`src/include/wse_pkg.sv`:
```
// Overview of operation
// - a source's wake event sets its status bit regardless of any enable.
// - writing one clears a status bit; writing zero leaves it alone.
// - pin wake status survives main, soft and hard reset; standby reset zeroes it.
// - status at 07: port3 pins 0-3, port4 pins 1 and 3, port6 pins 0-1.
// - status at 08: port5 pins 0 to 7 in bit order.
// - status at 09: parallel, uart2, uart1, floppy, mouse, keyboard, watchdog, two-wire.
// - parallel source sits at one until the port is activated, then follows acknowledge.
// - event status at 09 resets to 01; bit 0 set by every reset kind.
// - other event status bits ignore main, soft and hard reset.
// - wake output goes low when enable, status, summary and global enable are all one.
// - a disabled source still records status but cannot pull the wake output.
// - enable at 0A: two keyboard lines, ring1, keyboard, mouse, key, fan, ring2.
// - wake enable survives main, soft and hard reset; standby reset zeroes it.
// - global enable at 02 bit 0 gates the wake output.
// - summary at 00 sets on would-be wake; writing one clears it and stops wake.
package wse_pkg;

  // register indices; byte address is four times the index
  localparam logic [5:0] IDX_SUMMARY   = 6'h00;
  localparam logic [5:0] IDX_GLOBAL_EN = 6'h02;
  localparam logic [5:0] IDX_KBD_STS   = 6'h04;
  localparam logic [5:0] IDX_PIN_STS_A = 6'h07;
  localparam logic [5:0] IDX_PIN_STS_B = 6'h08;
  localparam logic [5:0] IDX_FN_STS    = 6'h09;
  localparam logic [5:0] IDX_SRC_EN_A  = 6'h0a;
  localparam logic [5:0] IDX_IRQ_STS   = 6'h10;
  localparam logic [5:0] IDX_IRQ_MASK  = 6'h11;
  localparam logic [5:0] IDX_CONFIG    = 6'h12;

  // reset values on standby power-on reset
  localparam logic [7:0] STS_RESET     = 8'h00;
  localparam logic [7:0] FN_STS_RESET  = 8'h01;
  localparam logic [7:0] EN_RESET      = 8'h00;
  localparam logic [3:0] IRQ_RESET     = 4'h0;

  // field positions
  localparam int SUMMARY_BIT    = 0;
  localparam int GLOBAL_EN_BIT  = 0;
  localparam int FN_PARALLEL    = 0;
  localparam int CFG_PAR_ACTIVE = 0;
  localparam int IRQ_SUMMARY    = 0;
  localparam int IRQ_PIN        = 1;
  localparam int IRQ_FN         = 2;
  localparam int IRQ_KBD        = 3;

endpackage

```
`src/hw/wse_wake_event_status_enable.sv`:
```
`timescale 1ns/10ps
module wse_wake_event_status_enable
  import wse_pkg::*;
(
  input  wire logic        clk_in,
  input  wire logic        rst_n_in,
  input  wire logic        main_power_reset_in,
  input  wire logic        soft_reset_in,
  input  wire logic        hard_reset_in,
  input  wire logic [7:0]  paddr_in,
  input  wire logic        psel_in,
  input  wire logic        penable_in,
  input  wire logic        pwrite_in,
  input  wire logic [31:0] pwdata_in,
  input  wire logic [3:0]  pstrb_in,
  output logic      [31:0] prdata_out,
  output logic             pready_out,
  output logic             pslverr_out,
  input  wire logic [3:0]  port3_pin_wake_in,
  input  wire logic        port4_pin1_wake_in,
  input  wire logic        port4_pin3_wake_in,
  input  wire logic [1:0]  port6_pin_wake_in,
  input  wire logic [7:0]  port5_pin_wake_in,
  input  wire logic        printer_acknowledge_n_in,
  input  wire logic        second_uart_irq_in,
  input  wire logic        first_uart_irq_in,
  input  wire logic        floppy_irq_in,
  input  wire logic        mouse_irq_in,
  input  wire logic        keyboard_irq_in,
  input  wire logic        watchdog_event_in,
  input  wire logic        two_wire_controller_event_in,
  input  wire logic        kbd_port_line_a_in,
  input  wire logic        kbd_port_line_b_in,
  input  wire logic        ring_indicate_one_n_in,
  input  wire logic        keyboard_wake_in,
  input  wire logic        mouse_wake_in,
  input  wire logic        specific_key_wake_in,
  input  wire logic        fan_speed_sense_wake_in,
  input  wire logic        ring_indicate_two_n_in,
  output logic             wake_event_out_n,
  output logic             wake_summary_status_out,
  output logic             global_wake_enable_out,
  output logic             irq_out
);

  // status update: clear where software writes one, then let events set
  function automatic logic [7:0] w1c_next(input logic [7:0] cur,
                                          input logic [7:0] set,
                                          input logic       wr,
                                          input logic [7:0] data);
    logic [7:0] clr;
    clr = wr ? data : 8'h00;
    return (cur & ~clr) | set;
  endfunction

  // decode a byte address to a word index, flagging unaligned or unmapped
  function automatic logic mapped(input logic [7:0] addr);
    logic [5:0] idx;
    idx = addr[7:2];
    if (addr[1:0] != 2'b00) begin
      return 1'b0;
    end
    case (idx)
      IDX_SUMMARY, IDX_GLOBAL_EN, IDX_KBD_STS, IDX_PIN_STS_A, IDX_PIN_STS_B,
      IDX_FN_STS, IDX_SRC_EN_A, IDX_IRQ_STS, IDX_IRQ_MASK, IDX_CONFIG: return 1'b1;
      default: return 1'b0;
    endcase
  endfunction

  logic [7:0] pin_status_a_q;
  logic [7:0] pin_status_b_q;
  logic [7:0] fn_status_q;
  logic [7:0] kbd_status_q;
  logic [7:0] src_enable_a_q;
  logic       global_en_q;
  logic       summary_q;
  logic       par_active_q;
  logic [7:0] pending_q;
  logic [3:0] irq_status_q;
  logic [3:0] irq_mask_q;
  logic [31:0] prdata_q;

  logic [5:0] idx;
  logic       access;
  logic       wr;
  logic [7:0] wdata;
  logic       wr_summary;
  logic       wr_global;
  logic       wr_kbd;
  logic       wr_pin_a;
  logic       wr_pin_b;
  logic       wr_fn;
  logic       wr_en_a;
  logic       wr_irq_sts;
  logic       wr_irq_mask;
  logic       wr_cfg;
  logic       other_reset;
  logic       parallel_irq_source;
  logic [7:0] pin_set_a;
  logic [7:0] pin_set_b;
  logic [7:0] fn_set;
  logic [7:0] kbd_set;
  logic [7:0] pending;
  logic       new_pending;
  logic [3:0] irq_set;
  logic [31:0] rd_mux;

  // apb decode; zero wait states, so the access phase always completes
  assign idx         = paddr_in[7:2];
  assign access      = psel_in && penable_in;
  assign pready_out  = access;
  assign pslverr_out = access && !mapped(paddr_in);
  assign wr          = access && pwrite_in && pstrb_in[0] && mapped(paddr_in);
  assign wdata       = pwdata_in[7:0];
  assign wr_summary  = wr && (idx == IDX_SUMMARY);
  assign wr_global   = wr && (idx == IDX_GLOBAL_EN);
  assign wr_kbd      = wr && (idx == IDX_KBD_STS);
  assign wr_pin_a    = wr && (idx == IDX_PIN_STS_A);
  assign wr_pin_b    = wr && (idx == IDX_PIN_STS_B);
  assign wr_fn       = wr && (idx == IDX_FN_STS);
  assign wr_en_a     = wr && (idx == IDX_SRC_EN_A);
  assign wr_irq_sts  = wr && (idx == IDX_IRQ_STS);
  assign wr_irq_mask = wr && (idx == IDX_IRQ_MASK);
  assign wr_cfg      = wr && (idx == IDX_CONFIG);

  // the non-standby resets only touch event bit 0; everything else rides through
  assign other_reset = main_power_reset_in || soft_reset_in || hard_reset_in;

  // parallel source idles high so a dormant port reads as a pending event
  assign parallel_irq_source = par_active_q ? printer_acknowledge_n_in : 1'b1;

  // event vectors in register bit order
  assign pin_set_a = {port6_pin_wake_in, port4_pin3_wake_in, port4_pin1_wake_in,
                      port3_pin_wake_in};
  assign pin_set_b = port5_pin_wake_in;
  assign fn_set    = {two_wire_controller_event_in, watchdog_event_in, keyboard_irq_in,
                      mouse_irq_in, floppy_irq_in, first_uart_irq_in, second_uart_irq_in,
                      parallel_irq_source};
  // ring indicates are active low lines, so a low level is the event
  assign kbd_set   = {!ring_indicate_two_n_in, fan_speed_sense_wake_in, specific_key_wake_in,
                      mouse_wake_in, keyboard_wake_in, !ring_indicate_one_n_in,
                      kbd_port_line_b_in, kbd_port_line_a_in};

  // pin wake status, standby reset only
  always_ff @(posedge clk_in) begin
    if (!rst_n_in) begin
      pin_status_a_q <= STS_RESET;
      pin_status_b_q <= STS_RESET;
    end else begin
      pin_status_a_q <= w1c_next(pin_status_a_q, pin_set_a, wr_pin_a, wdata);
      pin_status_b_q <= w1c_next(pin_status_b_q, pin_set_b, wr_pin_b, wdata);
    end
  end

  // function event status; other resets force bit 0 and leave the rest
  always_ff @(posedge clk_in) begin
    if (!rst_n_in) begin
      fn_status_q <= FN_STS_RESET;
    end else begin
      fn_status_q <= w1c_next(fn_status_q, fn_set, wr_fn, wdata);
      if (other_reset) begin
        fn_status_q[FN_PARALLEL] <= 1'b1;
      end
    end
  end

  // keyboard-side source status that pairs with the enable register
  always_ff @(posedge clk_in) begin
    if (!rst_n_in) begin
      kbd_status_q <= STS_RESET;
    end else begin
      kbd_status_q <= w1c_next(kbd_status_q, kbd_set, wr_kbd, wdata);
    end
  end

  // enables and configuration, standby reset only
  always_ff @(posedge clk_in) begin
    if (!rst_n_in) begin
      src_enable_a_q <= EN_RESET;
      global_en_q    <= 1'b0;
      par_active_q   <= 1'b0;
      irq_mask_q     <= IRQ_RESET;
    end else begin
      if (wr_en_a) begin
        src_enable_a_q <= wdata;
      end
      if (wr_global) begin
        global_en_q <= wdata[GLOBAL_EN_BIT];
      end
      if (wr_cfg) begin
        par_active_q <= wdata[CFG_PAR_ACTIVE];
      end
      if (wr_irq_mask) begin
        irq_mask_q <= wdata[3:0];
      end
    end
  end

  // summary sets on a newly enabled pending source, so a clear holds until the next one
  assign pending     = kbd_status_q & src_enable_a_q;
  assign new_pending = |(pending & ~pending_q);

  always_ff @(posedge clk_in) begin
    if (!rst_n_in) begin
      summary_q <= 1'b0;
      pending_q <= 8'h00;
    end else begin
      pending_q <= pending;
      if (new_pending) begin
        summary_q <= 1'b1;
      end else if (wr_summary && wdata[SUMMARY_BIT]) begin
        summary_q <= 1'b0;
      end
    end
  end

  // wake pin: needs enabled status, live summary and the global enable
  always_comb begin
    wake_event_out_n = !(global_en_q && summary_q && (|pending));
  end
  assign wake_summary_status_out = summary_q;
  assign global_wake_enable_out  = global_en_q;

  // interrupt status: one sticky bit per event group, set beats clear
  assign irq_set = {(|kbd_set), (|fn_set), (|(pin_set_a | pin_set_b)), new_pending};

  always_ff @(posedge clk_in) begin
    if (!rst_n_in) begin
      irq_status_q <= IRQ_RESET;
    end else begin
      irq_status_q <= (irq_status_q & ~(wr_irq_sts ? wdata[3:0] : 4'h0)) | irq_set;
    end
  end
  assign irq_out = |(irq_status_q & irq_mask_q);

  // read mux; reserved bits read zero
  always_comb begin
    rd_mux = 32'h0000_0000;
    case (idx)
      IDX_SUMMARY:   rd_mux[SUMMARY_BIT] = summary_q;
      IDX_GLOBAL_EN: rd_mux[GLOBAL_EN_BIT] = global_en_q;
      IDX_KBD_STS:   rd_mux[7:0] = kbd_status_q;
      IDX_PIN_STS_A: rd_mux[7:0] = pin_status_a_q;
      IDX_PIN_STS_B: rd_mux[7:0] = pin_status_b_q;
      IDX_FN_STS:    rd_mux[7:0] = fn_status_q;
      IDX_SRC_EN_A:  rd_mux[7:0] = src_enable_a_q;
      IDX_IRQ_STS:   rd_mux[3:0] = irq_status_q;
      IDX_IRQ_MASK:  rd_mux[3:0] = irq_mask_q;
      IDX_CONFIG:    rd_mux[CFG_PAR_ACTIVE] = par_active_q;
      default:       rd_mux = 32'h0000_0000;
    endcase
    if (paddr_in[1:0] != 2'b00) begin
      rd_mux = 32'h0000_0000;
    end
  end

  // read data captured in the setup phase, stable through the access phase
  always_ff @(posedge clk_in) begin
    if (!rst_n_in) begin
      prdata_q <= 32'h0000_0000;
    end else if (psel_in && !penable_in && !pwrite_in) begin
      prdata_q <= rd_mux;
    end
  end
  assign prdata_out = prdata_q;
endmodule

```
`config.mk`:
```
export PLATFORM = sky130hd
export DESIGN_NAME = wse_wake_event_status_enable
export DESIGN_NICKNAME = d
export VERILOG_FILES = /design/src/include/wse_pkg.sv /design/src/hw/wse_wake_event_status_enable.sv
export SDC_FILE = /design/constraint.sdc
export NUM_CORES = 1
export LEC_CHECK = 0
export ABC_AREA = 1
export BUFFER_PORTS_ARGS = -buffer_cell sky130_fd_sc_hd__buf_2
export CAP_MARGIN = 20
export CORE_MARGIN = 8
export CORE_UTILIZATION = 52
export CTS_BUF_LIST = sky130_fd_sc_hd__clkbuf_8
export CTS_CLUSTER_DIAMETER = 120
export DETAILED_ROUTE_END_ITERATION = 8
export GPL_ROUTABILITY_DRIVEN = 0
export PLACE_DENSITY = 0.85
export SYNTH_ARGS = -nofsm -noshare
export SYNTH_HDL_FRONTEND = slang
export SYNTH_SLANG_ARGS = --single-unit
export TNS_END_PERCENT = 30
```
`constraint.sdc`:
```
create_clock -name clk_in -period 1.8 [get_ports clk_in]
set_input_delay 0.45 -clock clk_in [delete_from_list [all_inputs] [get_ports clk_in]]
set_output_delay 0.45 -clock clk_in [all_outputs]
set_load 0.005 [all_outputs]
```
# Yosys cells after proc, flatten, opt, wreduce, memory -nomap -nowiden
# Memories as Yosys holds them, arrays and structs flattened.
# Index checks and enable logic that the tools add are counted.
# W data, S select, Z words.
# classes
n_reduce_logical	38
n_bitwise	21
n_eq_ne	9
n_mux	18
# ops
operator	count
$and A8 B8 Y8	6
$mux W8	5
$not A8 Y8	5
$or A8 B8 Y8	5
$reduce_or A8 Y1	5
$pmux W3 S7	1
$logic_and A1 B1 Y1	20
$pmux W4 S5	1
$eq A6 B4 Y1 const B	3
$eq A6 B5 Y1 const B	3
$eq A6 B3 Y1 const B	2
$pmux W1 S10	1
$mux W1	9
$and A4 B4 Y4	2
$eq A6 B2 Y1 const B	1
$logic_not A1 Y1	6
$logic_not A6 Y1	1
$mux W4	1
$not A4 Y4	1
$or A4 B4 Y4	1
$reduce_bool A2 Y1	2
$reduce_or A4 Y1	1
$logic_or A1 B1 Y1	2
$reduce_or A2 Y1	1
$not A1 Y1	1
# totals
mem_bits_ro	64
input_bits	84
elab_cells	101
memories	2
regBits	91
# mem_list
memory	depth	word_bits	rd	rd_ports_with_merged_regs	write_ports	line_no	source
(name not given)	32	1	1	0	0	wse_wake_event_status_enable.sv:63	case (idx)
(name not given)	32	1	1	0	0	wse_wake_event_status_enable.sv:63	

# Depth between registers and ports, before layout
# logic_depth
ltp_word	9
ltp_mapped	12
mapped_depth_nobuf	11

# Worst setup path after synthesis
# OpenSTA, ideal clock, no wires.
# synth_timing
kind	input to output
start	in paddr_in[2]
end	out pslverr_out
setup_slack_ns	0.018
arrival_ns	1.332
t_required_ns	1.350
path_stages	9
path_cell_list	inv_1 -> ha_1 -> nand2_1 -> nand2_1 -> nand2_1 -> nand2_1 -> nand2_2 -> buf_12 -> a21oi_1
# synth_between
elab_chain_cells	5
# synth_rtl
item	line_no	source
from (decl)	wse_wake_event_status_enable.sv:10	input wire logic [7:0] paddr_in,
$mem_v2 Z32 W1	--	
$mux W1 (2 in a row)	wse_wake_event_status_enable.sv:63	
$logic_not A1 Y1	wse_wake_event_status_enable.sv:112	assign pslverr_out = access && !mapped(paddr_in);
$logic_and A1 B1 Y1	wse_wake_event_status_enable.sv:112	
to (decl)	wse_wake_event_status_enable.sv:18	output logic pslverr_out,
# No other way between the ends.

# Worst setup path in the final report
# layout_timing
start	in paddr_in[3]
end	out pslverr_out
# Same word-level chain as after synthesis.

==> reports/metrics.yaml <==
routed_wl_um: 9770
ir_drop_mv: 0.526
ant_nets: 0
drc: 0
rsz0062_at_grt: "true"
crit_required_ns: 1.35
die_h_um: 99.0
postCtsHoldBufs: 0
drv_cap: 0
period_minus_slack_ns: 1.77
start_util_pct: 53.4
finalClockSkew_ns: 0.0130
avgSynthCellArea_um2: 7.39
hold_violations: 0
synth_edf_count: 0
grt_max_degree: 45
setup_viol: 0
power_density_nw_per_um2: 743
synthTopCellsByCount: "101 x inv_1, 67 x dfxtp_1, 60 x a21oi_1, 54 x nand2_1, 37 x nor2_1"
grt_overflow: 0
synth.distinct_cells: 31
syn_inst: 485
post-route-util_pct: 64.5
status: "finished clean"
clkTransAtPathRegs_ns: 0.08
antennaDiodeCount: 0
dp.final_hpwl_um: 7690
num_vias: 3470
cts_tree: "built"
grt_first_pass_wirelength_um: 15800
pin_count: 122
cts_buffer_depth: 2
dr_wl_met2_um: 4680
die_area_um2: 9810
highest_layer: "met4"
netlist.area_leader.share_pct: 37.4
crit_top_cell: "nand2_1"
grt_use_total_pct: 20.1
drive_above_1_share_pct: 22.7
fp.coreArea_um2: 6720
end_kind: "output pin"
cp_max_fo: 3
p_int_w: 0.00235
timing.fmax_mhz: 564
crit_chain: "buf_8 > inv_4 > ha_4 > nand2_1 > nand2_1 > nand2_1 > nand2_1 > nand2_2 > a21oi_2 > buf_2"
period_share_pct: 98.5
root_buffer: "clkbuf_8"
vias_per_cell: 5.24
cpPeakStageDelay_ns: 0.24
hold_class: "in -> reg"
grt_pass1_vias: 3469
power_w: 0.00322
p_clk_share_pct: 39.5
synth_area_leader_cell: "dfxtp_1"
clkLatencyLatePin_ns: 0.36
ys_seq_elements: 67
numCtsBuffers: 9
fin_nets: 666
cts_max_level: 3
synth_area_um2: 3590
synthTopCellsByArea: "dfxtp_1 37%, inv_1 11%, a21oi_1 8.4%"
switchingPower_w: 0.000873
routed-wl-met3_um: 850
clock_sinks: 67
portBuffers: 70
netSwitchingFraction_pct: 27.1
pwr-share-comb_pct: 12.2
synth.most_common_cell: "inv_1"
async_flop_share_pct: 0
ys.flop_type: "dfxtp_1"
drt-met1-wl_um: 4050
crit_path_start_kind: "primary input"
synth_warnings: 0
power_frac_seq_pct: 48.3
wl_per_cell_um: 14.8
die_x_um: 99.0
drtIter0Drc: 254
p_leak_nw: 2.13
area_growth_pct: 20.9
drv_slew: 0
antenna_found_initial: 0
crit_slowest_cell: "ha_4"
firstDrtPassIters: 5
worstSetupPathType: "in -> out"
ys_seq_area_share_pct: 37.4
setup_tns_ns: 0
std_cell_rows: 30
arrival_ns: 1.32
-- path summary, 6_finish.rpt --
path | endpoint | start | cells after the start | slack [ns]
min reg2reg | prdata_out[4] | prdata_out[4] | 2 | 0.47
min | kbd_status_q[2] | ring_indicate_one_n_in | 2 | 0.29
max | pslverr_out | paddr_in[3] | 10 | 0.03
max reg2reg | irq_status_q[0] | kbd_status_q[3] | 4 | 0.59
-- cells by family (layout without fill, tap and decap cells) --
| group | after synthesis | in the layout | share of synthesized area [%] |
|---|---|---|---|
| adder cells (fa/ha/maj) | 5 | 5 | 1.74 |
| AND/OR/NAND/NOR | 137 | 137 | 20.4 |
| flip-flops | 67 | 67 | 37.4 |
| buffers and inverters | 137 | 211 | 17.6 |
| AO/OA/AOI/OAI | 138 | 138 | 22.7 |
| other | 1 | 24 | 0.105 |
-- per-stage QoR --
step	instance area [µm²]	worst slack, ns	hold slack (ns)	std cells
finish	4340	0.0269	0.288	662
global route	4340	-0.0599	0.265	662
CTS	4310	0.00420	0.265	662
detailed placement	4070	-0.170	0.458	645
global placement	4070	-0.134	0.454	645
floorplan	3670	0.0181	0.435	508
-- layout by cell type (no fill, tap or decap), types with 2 or more instances in the layout --
cell type,instances
conb_1,24
buf_2,68
nor2_1,36
inv_2,2
a21oi_1,59
nand3_2,2
nand2_2,2
o21bai_1,35
clkbuf_8,9
nand3_1,14
inv_4,2
buf_12,3
o22ai_1,17
nor4_1,3
ha_1,3
buf_4,19
nand2_1,53
dfxtp_1,67
o211ai_1,5
nand4_1,13
clkinv_4,3
nor2_2,3
inv_1,99
o21ai_1,2
buf_8,2
nand4_4,6
o21ai_0,18
-- timing repair --
| action | 4_1_cts | 5_1_grt |
|---|---|---|
| cloned | 0 | 0 |
| buffers inserted | 1 | 0 |
| setup endpoints to repair | 1 | 9 |
| resized for setup | 6 | 9 |
| pin swaps | 4 | 3 |
-- registers in the layout, indices dropped and copies added (netlist names), 4 cells and up --
register	flops
pending_q	8
fn_status_q	8
pin_status_b_q	8
kbd_status_q	8
src_enable_a_q	8
irq_status_q	4
prdata_out	8
pin_status_a_q	8
irq_mask_q	4
-- layout make-up --
class	count	area, µm²
fill	583	2380
multi-input combinational	304	1730
sequential	67	1340
timing repair buffer	92	573
inverter	103	392
clock buffer	9	124
tap	80	100
clock inverter	7	77.6
-- power by group through the flow --
stage	Sequential, W	Combinational [W]	Clock, W
floorplan	0.00158	0.000260	0
global placement	0.00159	0.000361	0
detailed placement	0.00159	0.000373	0
CTS	0.00155	0.000385	0.00129
global route	0.00156	0.000439	0.00135
finish	0.00156	0.000394	0.00127
-- routing by layer --
layer	track usage [%]	up-vias
li1	-	1717
met1	23.4	1569
met2	33.4	163
met3	6.48	21
met4	7.44	0
met5	0	-
-- critical path, delay by kind of cell --
family	cells	cell delay, ns
AOI/OAI and AO/OA	1	0.10
adders and majority gates	1	0.24
buffers and inverters	3	0.23
and+or+nand+nor	5	0.29
Note: power is estimated with default switching activity, not from simulation.
